[src/logic/rdbc_pkg.sv]
package rdbc_pkg;

  // ==========================================================
  // Register map
  // ==========================================================
  localparam logic [7:0] RDBC_ADDR_TAIL = 8'h80;
  localparam logic [7:0] RDBC_ADDR_REV = 8'h82;
  localparam int RDBC_AW = 8;
  localparam int RDBC_DW = 32;

  // ==========================================================
  // Reverse-drive word field positions
  // ==========================================================
  localparam int RDBC_PARITY_POS = 31;
  localparam int RDBC_A1_LSB = 27;
  localparam int RDBC_A2_LSB = 23;
  localparam int RDBC_BRK_ILIM_LSB = 20;
  localparam int RDBC_KP_LSB = 10;
  localparam int RDBC_KI_LSB = 0;

  // ==========================================================
  // Preceding word tail field positions
  // ==========================================================
  localparam int RDBC_HANDOFF_LSB = 2;
  localparam int RDBC_OL_ILIM_LSB = 0;
  localparam int RDBC_TAIL_W = 6;

  // ==========================================================
  // Reset values
  // ==========================================================
  localparam logic [31:0] RDBC_REV_RESET = 32'h0000_0000;
  localparam logic [5:0] RDBC_TAIL_RESET = 6'h00;
  localparam logic [31:0] RDBC_RD_ZERO = 32'h0000_0000;

  // Gain scaling: effective gain = stored / 2**shift
  localparam int RDBC_KP_SHIFT = 7;
  localparam int RDBC_KI_SHIFT = 9;

  // ==========================================================
  // Field carriers, laid out bit for bit as the words
  // ==========================================================
  typedef struct packed {
    logic parity;
    logic [3:0] reversal_accel_linear_coeff;
    logic [3:0] reversal_accel_square_coeff;
    logic [2:0] braking_bus_current_limit;
    logic [9:0] braking_loop_prop_gain;
    logic [9:0] braking_loop_integral_gain;
  } rdbc_rev_cfg_s;

  typedef struct packed {
    logic [3:0] reversal_handoff_speed_threshold;
    logic [1:0] reversal_open_loop_current_limit;
  } rdbc_tail_cfg_s;

endpackage : rdbc_pkg

[src/logic/rdbc_regs.sv]
`timescale 1ns/1ns
// Summary of operation
// - Bits 5..2 of preceding word pick reversal open-loop handoff speed.
// - Bits 1..0 of preceding word pick open-loop current limit in reversal.
// - Reverse-drive word lives at 82h and resets to all zeros.
// - Bits 30..27 hold linear open-loop acceleration coefficient, reverse drive.
// - Bits 26..23 hold square open-loop acceleration coefficient, reverse drive.
// - Bits 22..20 hold bus current limit while actively braking.
// - Bits 19..10 hold braking proportional gain, stored value over 128.
// - Bits 9..0 hold braking integral gain, stored value over 512.
module rdbc_regs (
  input wire logic i_clk,
  input wire logic i_srst,
  input wire logic i_wr_en,
  input wire logic i_rd_en,
  input wire logic [7:0] i_addr,
  input wire logic [31:0] i_wdata,
  output logic [31:0] o_rdata,
  output logic o_rd_valid,
  output logic o_addr_err,
  output rdbc_pkg::rdbc_rev_cfg_s o_rev_cfg,
  output rdbc_pkg::rdbc_tail_cfg_s o_tail_cfg
);

  // ==========================================================
  // Address decode
  // ==========================================================
  function automatic logic hit(input logic [7:0] a, input logic [7:0] t);
    hit = (a == t);
  endfunction : hit

  logic wr_rev;
  logic wr_tail;
  logic rd_rev;
  logic rd_tail;
  logic acc_bad;

  // Strobe qualification per word
  assign wr_rev = i_wr_en && hit(i_addr, rdbc_pkg::RDBC_ADDR_REV);
  assign wr_tail = i_wr_en && hit(i_addr, rdbc_pkg::RDBC_ADDR_TAIL);
  assign rd_rev = i_rd_en && hit(i_addr, rdbc_pkg::RDBC_ADDR_REV);
  assign rd_tail = i_rd_en && hit(i_addr, rdbc_pkg::RDBC_ADDR_TAIL);
  assign acc_bad = (i_wr_en || i_rd_en) &&
                   !hit(i_addr, rdbc_pkg::RDBC_ADDR_REV) &&
                   !hit(i_addr, rdbc_pkg::RDBC_ADDR_TAIL);

  // ==========================================================
  // Storage
  // ==========================================================
  rdbc_pkg::rdbc_rev_cfg_s rev_q;
  rdbc_pkg::rdbc_tail_cfg_s tail_q;

  // Whole word stored as written; the struct splits the fields
  always_ff @(posedge i_clk) begin
    if (i_srst) begin
      rev_q <= rdbc_pkg::RDBC_REV_RESET;
    end else if (wr_rev) begin
      rev_q <= i_wdata;
    end
  end

  // Only the low tail of the preceding word lives here
  always_ff @(posedge i_clk) begin
    if (i_srst) begin
      tail_q <= rdbc_pkg::RDBC_TAIL_RESET;
    end else if (wr_tail) begin
      tail_q <= i_wdata[rdbc_pkg::RDBC_TAIL_W-1:0];
    end
  end

  // ==========================================================
  // Read path
  // ==========================================================
  // Registered read: a read alongside a write returns the old value,
  // so the host never sees a half-updated word.
  always_ff @(posedge i_clk) begin
    if (i_srst) begin
      o_rdata <= rdbc_pkg::RDBC_RD_ZERO;
    end else if (rd_rev) begin
      o_rdata <= rev_q;
    end else if (rd_tail) begin
      o_rdata <= {26'h000_0000, tail_q};
    end else if (i_rd_en) begin
      o_rdata <= rdbc_pkg::RDBC_RD_ZERO;
    end
  end

  // Read strobe echo and unmapped flag, one cycle each
  always_ff @(posedge i_clk) begin
    if (i_srst) begin
      o_rd_valid <= 1'b0;
      o_addr_err <= 1'b0;
    end else begin
      o_rd_valid <= i_rd_en;
      o_addr_err <= acc_bad;
    end
  end

  // Field outputs straight from the storage flops
  assign o_rev_cfg = rev_q;
  assign o_tail_cfg = tail_q;

  // ==========================================================
  // Checks
  // ==========================================================
  property p_rev_reset;
    @(posedge i_clk) i_srst |=> (o_rev_cfg == 32'h0000_0000);
  endproperty
  a_rev_reset: assert property (p_rev_reset)
    else $error("reverse word not zero after reset");

  property p_rev_write;
    @(posedge i_clk) disable iff (i_srst)
      (i_wr_en && i_addr == 8'h82) |=> (o_rev_cfg == $past(i_wdata));
  endproperty
  a_rev_write: assert property (p_rev_write)
    else $error("reverse word write not stored");

  property p_rev_fields;
    @(posedge i_clk) disable iff (i_srst)
      (i_wr_en && i_addr == 8'h82) |=>
        (o_rev_cfg.reversal_accel_linear_coeff == $past(i_wdata[30:27]))
        && (o_rev_cfg.reversal_accel_square_coeff == $past(i_wdata[26:23]))
        && (o_rev_cfg.braking_bus_current_limit == $past(i_wdata[22:20]));
  endproperty
  a_rev_fields: assert property (p_rev_fields)
    else $error("acceleration or brake limit field misplaced");

  property p_gain_fields;
    @(posedge i_clk) disable iff (i_srst)
      (i_wr_en && i_addr == 8'h82) |=>
        (o_rev_cfg.braking_loop_prop_gain == $past(i_wdata[19:10]))
        && (o_rev_cfg.braking_loop_integral_gain == $past(i_wdata[9:0]));
  endproperty
  a_gain_fields: assert property (p_gain_fields)
    else $error("braking gain field misplaced");

  property p_rev_hold;
    @(posedge i_clk) disable iff (i_srst)
      !(i_wr_en && i_addr == 8'h82) |=> $stable(o_rev_cfg);
  endproperty
  a_rev_hold: assert property (p_rev_hold)
    else $error("reverse word changed without a write");

  property p_tail_write;
    @(posedge i_clk) disable iff (i_srst)
      (i_wr_en && i_addr == 8'h80) |=>
        (o_tail_cfg.reversal_handoff_speed_threshold == $past(i_wdata[5:2]))
        && (o_tail_cfg.reversal_open_loop_current_limit
            == $past(i_wdata[1:0]));
  endproperty
  a_tail_write: assert property (p_tail_write)
    else $error("tail fields not stored");

  property p_tail_hold;
    @(posedge i_clk) disable iff (i_srst)
      !(i_wr_en && i_addr == 8'h80) |=> $stable(o_tail_cfg);
  endproperty
  a_tail_hold: assert property (p_tail_hold)
    else $error("tail fields changed without a write");

  property p_wr_then_rd;
    @(posedge i_clk) disable iff (i_srst)
      (i_wr_en && i_addr == 8'h82) ##1 (i_rd_en && i_addr == 8'h82)
        |=> o_rd_valid && (o_rdata == $past(i_wdata, 2));
  endproperty
  a_wr_then_rd: assert property (p_wr_then_rd)
    else $error("reverse word readback mismatch");

  property p_rd_tail;
    @(posedge i_clk) disable iff (i_srst)
      (i_rd_en && i_addr == 8'h80) |=>
        (o_rdata[31:6] == 26'h000_0000) && (o_rdata[5:0] == $past(tail_q));
  endproperty
  a_rd_tail: assert property (p_rd_tail)
    else $error("tail readback wrong");

  property p_unmapped;
    @(posedge i_clk) disable iff (i_srst)
      (i_rd_en && i_addr != 8'h80 && i_addr != 8'h82) |=>
        o_addr_err && (o_rdata == 32'h0000_0000);
  endproperty
  a_unmapped: assert property (p_unmapped)
    else $error("unmapped read not flagged as zero");

  // Read strobe echo: host relies on exactly one valid per strobe
  property p_rd_valid;
    @(posedge i_clk) disable iff (i_srst)
      i_rd_en |=> o_rd_valid;
  endproperty
  a_rd_valid: assert property (p_rd_valid)
    else $error("read strobe not echoed as valid");

  property p_no_rd_valid;
    @(posedge i_clk) disable iff (i_srst)
      !i_rd_en |=> !o_rd_valid;
  endproperty
  a_no_rd_valid: assert property (p_no_rd_valid)
    else $error("read valid without a read strobe");

  // Read data must not drift between reads
  property p_rdata_hold;
    @(posedge i_clk) disable iff (i_srst)
      !i_rd_en |=> $stable(o_rdata);
  endproperty
  a_rdata_hold: assert property (p_rdata_hold)
    else $error("read data changed without a read");

  // Mapped words never raise the unmapped flag
  property p_mapped_ok;
    @(posedge i_clk) disable iff (i_srst)
      ((i_addr == rdbc_pkg::RDBC_ADDR_REV) ||
       (i_addr == rdbc_pkg::RDBC_ADDR_TAIL)) |=> !o_addr_err;
  endproperty
  a_mapped_ok: assert property (p_mapped_ok)
    else $error("mapped access flagged as unmapped");

  // Collision of read and write hands back the word before the write
  property p_rd_old;
    @(posedge i_clk) disable iff (i_srst)
      (i_wr_en && i_rd_en && i_addr == rdbc_pkg::RDBC_ADDR_REV) |=>
        (o_rdata == $past(rev_q));
  endproperty
  a_rd_old: assert property (p_rd_old)
    else $error("collided read did not return old word");

  property p_tail_reset;
    @(posedge i_clk) i_srst |=> (o_tail_cfg == rdbc_pkg::RDBC_TAIL_RESET);
  endproperty
  a_tail_reset: assert property (p_tail_reset)
    else $error("tail fields not cleared by reset");

  c_rev_write: cover property (@(posedge i_clk) disable iff (i_srst)
    i_wr_en && i_addr == 8'h82 && i_wdata[31]);
  c_wr_rd: cover property (@(posedge i_clk) disable iff (i_srst)
    (i_wr_en && i_addr == 8'h82) ##1 (i_rd_en && i_addr == 8'h82));
  c_tail_rd: cover property (@(posedge i_clk) disable iff (i_srst)
    i_rd_en && i_addr == 8'h80 && tail_q != 6'h00);
  c_bad: cover property (@(posedge i_clk) disable iff (i_srst) acc_bad);

endmodule : rdbc_regs

[config.mk]
export PLATFORM = sky130hd
export DESIGN_NAME = rdbc_regs
export DESIGN_NICKNAME = d
export VERILOG_FILES = /design/src/logic/rdbc_pkg.sv /design/src/logic/rdbc_regs.sv
export SDC_FILE = /design/constraint.sdc
export NUM_CORES = 1
export LEC_CHECK = 0
export ABC_AREA = 1
export BUFFER_PORTS_ARGS = -buffer_cell sky130_fd_sc_hd__clkbuf_2
export CAP_MARGIN = 0
export CORE_MARGIN = 8
export CORE_UTILIZATION = 53
export DETAILED_ROUTE_END_ITERATION = 10
export PLACE_DENSITY_LB_ADDON = 0.15
export SLEW_MARGIN = 20
export SYNTH_ARGS = -nofsm -noshare
export SYNTH_HDL_FRONTEND = slang
export SYNTH_SLANG_ARGS = --single-unit
[constraint.sdc]
create_clock -name i_clk -period 3 [get_ports i_clk]
set_clock_uncertainty 0.1 [all_clocks]
set_input_delay 0.45 -clock i_clk [delete_from_list [all_inputs] [get_ports i_clk]]
set_output_delay 0.45 -clock i_clk [all_outputs]
set_load 0.01 [all_outputs]
Word level (Yosys, flattened, before mapping)
Cells that the tools add are included.
W data, S select, Z words.
Operators by class
  divide/modulo/power cells: 0
  $add $sub $neg: 0
  shift operators: 0
  bitwise gates (word level): 0
  mux-type cells: 3
  magnitude comparators: 0
  reductions and logical operators: 10
  eq/ne operators: 2
  multipliers: 0
Operators by type and width (number)
  $mux W32: 3
  $eq A8 B8 Y1 const B: 2
  $logic_and A1 B1 Y1: 6
  $reduce_bool A3 Y1: 1
  $logic_not A1 Y1: 2
  $logic_or A1 B1 Y1: 1
Storage, ports and cells
  bits in registers: 72
  ROM bits: 0
  input bits: 44
  latch bits: 0
  word-level logic and storage cells: 26
  memories: 0
  RAM bits: 0

Longest topological paths before layout
  depth in word-level cells: 4
  gate-level depth with buffers: 11
  depth with buffers taken out: 10

Least setup slack after synthesis
Ideal clock, no wire load.
  kind: input to register
  start: input i_addr[7]
  end: register rev_q (netlist bit o_rev_cfg[2])
  path slack: 1.520 ns
  arrival: 1.269 ns
  stages on the path: 10
  library setup time: 0.111 ns
  cells stage by stage: inv_1 -> nor2_1 -> nand2_1 -> inv_2 -> nand2_4 -> nor2_8 -> buf_2 -> nand2_1 -> nand2_1 -> nor2_2
On the way
  word-level cells in the longest chain between the ends: 2
RTL lines
  start, declared: line rdbc_regs.sv:16  | input wire logic [7:0] i_addr,
  $eq A8 B8 Y1: line rdbc_regs.sv:29  | hit = (a == t);
  $logic_and A1 B1 Y1: line rdbc_regs.sv:39  | assign wr_rev = i_wr_en && hit(i_addr, rdbc_pkg::RDBC_ADDR_REV);
  end signal, assigned: line rdbc_regs.sv:56  | rev_q <= rdbc_pkg::RDBC_REV_RESET;
  end signal, assigned: line rdbc_regs.sv:58  | rev_q <= i_wdata;
  end, declared: line rdbc_regs.sv:50  | rdbc_pkg::rdbc_rev_cfg_s rev_q;
Every way passes these cells.
A chain may end at the register's enable or synchronous reset.

Final worst setup path
  start: input i_addr[7]
  end: register rev_q (netlist bit o_rev_cfg[23])
The elaborated chain is that of the path after synthesis.

==> out/qor.yml <==
critPathMaxFanout: 33
first_pass_iters: 5
dp_hpwl_mm: 5.640
area_growth_pct: 24.96
synth_compound_area_share_pct: 5.255
routabilityCongestion: 0.8252
post_cts_buffers: 0
place_area_um2: 3714
initial_core_util_pct: 54.04
io_pins: 116
die_x_um: 93.01
cts-buffers-inserted: 9
ant_nets: 0
tns_ns: 0
synth-simple-area-share_pct: 31.77
clk_latency_ns: 0.34
gr-total-overflow: 0
dr.max_layer_used: "met4"
r2r-start: "o_rev_cfg[4]$_SDFFE_PP0P_"
endpoint: "o_rev_cfg[23]$_SDFFE_PP0P_"
wl_met1_mm: 3.386
yosysWarnings: 0
grt_pass1_wl_mm: 13.46
syn-num-nets: 520
setup_viol: 0
dr_wl_met2_mm: 3.831
syn_area_um2: 3143
dr_wl_met3_um: 662
peakVddDrop_mv: 0.2770
core_um2: 5816
synth_top_family_by_area: "simple AND/OR/NAND/NOR gates"
finalCritPeriodShare_pct: 59.66
dp_cells: 647
die_h_um: 93.01
n_antenna_cell: 0
synth.area.mux_share_pct: 0
drive_gt1_share_pct: 24.66
track_usage_pct: 19.15
worst-setup-path-type: "in2reg"
tritoncts: "done"
drc: 0
r2r_slack_ns: 2.15
rsz0062_at_grt: "no"
layout_commonest_cell: "nand2_1"
cp-end-kind: "flip-flop"
cts_sinks: 72
tightestPinTransition_ns: 0.6585
avgViaCountPerCell: 4.558
ys_ff_latch: 72
cp-startpoint: "i_addr[7]"
clkPwrFrac_pct: 44.2
path_clk_slew_ns: 0.07
fin_area_um2: 3928
p_comb_share_pct: 5.2
routed_wl_mm: 7.961
p_int_mw: 1.485
drtIter0Drc: 129
status: "completed"
drv_slew: 0
maxCapViolations: 0
fill_cells: 533
cts_root_buf: "clkbuf_8"
cp_data_arrival_time_ns: 1.97
antenna_found_initial: 0
synth-xor-area-share_pct: 0
wire_per_inst_um: 12.01
setup_slack_ns: 1.210
reg2reg_to: "o_rdata[4]$_SDFFE_PP0P_"
ys_seq_area_share_pct: 45.86
hold_path_class: "in2reg"
grt_max_degree: 39
synth_cell_type_count: 19
slew_headroom_pct: 56.04
hold_viol: 0
grt_pass1_vias: 3007
final_cells: 663
p_switching_uw: 409.7
p_total_mw: 1.895
final_cell_mix: "169 x nand2_1, 115 x clkbuf_2, 105 x inv_1"
die_area_um2: 8650
cts_resized: 0
port_buffers: 115
power.density_nw_per_um2: 482.5
clk_path_buf_depth: 2
power_frac_seq_pct: 50.6
startpoint_type: "input pin"
nets: 627
post-place-ws_ns: 0.8312
p_leak_nw: 2.157
htree_levels: 3
fin_crit_ns: 1.790
worst_ep_required_time_ns: 3.18
vias: 3022
rows: 28
clock.fmax_mhz: 558.7
synth_fa_ha_area_share_pct: 0
rr_worst_depth: 4
postSynthAreaPerCell_um2: 6.603
switching_share_pct: 21.62
cts-hold-fix-buffers: 0
netlist_instances: 476
==> worst max-delay path, cell delays in order <==
cell      delay (ns)
clkbuf_2        0.08
inv_1           0.03
nor2_1          0.07
nand2_1         0.08
inv_2           0.13
nand2_4         0.11
nor2_8          0.37
inv_2           0.34
nand2_1         0.13
inv_1           0.05
nor2_1          0.09
==> flip-flops by register name, indices dropped and copies added (netlist names) <==
| signal | cells |
|---|---|
| o_rdata | 32 |
| o_rev_cfg | 32 |
| o_tail_cfg | 6 |
| o_addr_err | 1 |
| o_rd_valid | 1 |
==> cell families (layout without fill, tap and decap cells) <==
kind of cell,count (synthesis),after routing
AOI/OAI and AO/OA,33,33
buffers and inverters,133,245
DFF,72,72
and+or+nand+nor,238,238
==> final cells by class <==
| cell class | instances | area, µm² | area share, % |
|---|---|---|---|
| Sequential cell | 72 | 1441 | 36.70 |
| Multi-Input combinational cell | 271 | 1164 | 29.63 |
| Timing Repair Buffer | 118 | 598.1 | 15.23 |
| Inverter | 111 | 416.7 | 10.61 |
| Clock buffer | 13 | 148.9 | 3.791 |
| Tap cell | 75 | 93.84 | 2.389 |
| Clock inverter | 3 | 65.06 | 1.657 |
==> layer usage <==
metal  up-vias  global-route usage (%)
met5         -                       0
met2        86                   33.02
met1      1339                   20.58
li1       1590                       -
met4         0                   7.248
met3         7                   7.692
==> worst min-delay path by stage <==
stage                                   startpoint                          to  slack (ns)  depth (start not counted)
after floorplan           o_rdata[10]$_SDFFE_PP0P_    o_rdata[10]$_SDFFE_PP0P_        0.39                          2
after global placement     o_rdata[8]$_SDFFE_PP0P_     o_rdata[8]$_SDFFE_PP0P_        0.35                          2
after detailed placement  o_rdata[19]$_SDFFE_PP0P_    o_rdata[19]$_SDFFE_PP0P_        0.36                          2
after CTS                               i_wdata[4]  o_tail_cfg[4]$_SDFFE_PP0P_        0.27                          3
after global routing                    i_wdata[0]  o_tail_cfg[0]$_SDFFE_PP0P_        0.28                          3
final                                   i_wdata[1]  o_tail_cfg[1]$_SDFFE_PP0P_        0.28                          3
==> per-stage QoR <==
step	util, %	hold slack [ns]
floorplan	-	0.3900
global placement	63.86	0.3517
detailed placement	63.86	0.3560
CTS	67.53	0.2683
global route	67.53	0.2766
finish	67.53	0.2849
==> cell usage after synthesis <==
cell type,number,area (µm²)
o21ai_0,1,5.000
nand2_4,1,11.26
nand4_1,6,37.54
clkbuf_1,7,26.28
nand2_2,2,12.51
buf_6,3,33.78
nor3_1,1,5.000
buf_1,3,11.26
nand3_1,18,90.09
buf_2,7,35.03
a21oi_1,32,160.2
nor2_1,36,135.1
nor2_2,2,12.51
buf_4,2,15.01
inv_1,105,394.1
nor2_8,3,60.06
dfxtp_1,72,1441
inv_2,6,22.52
nand2_1,169,634.4
==> power by group through the flow <==
stage          registers, mW  logic, mW  clock network (mW)
5_1_grt                0.959      0.110               0.892
2_1_floorplan          0.982     0.0534                   0
3_5_place_dp           0.981     0.0981                   0
6_report               0.959     0.0977               0.838
3_3_place_gp           0.981     0.0969                   0
4_1_cts                0.959     0.0987               0.852
(Power assumes the default switching activity.)
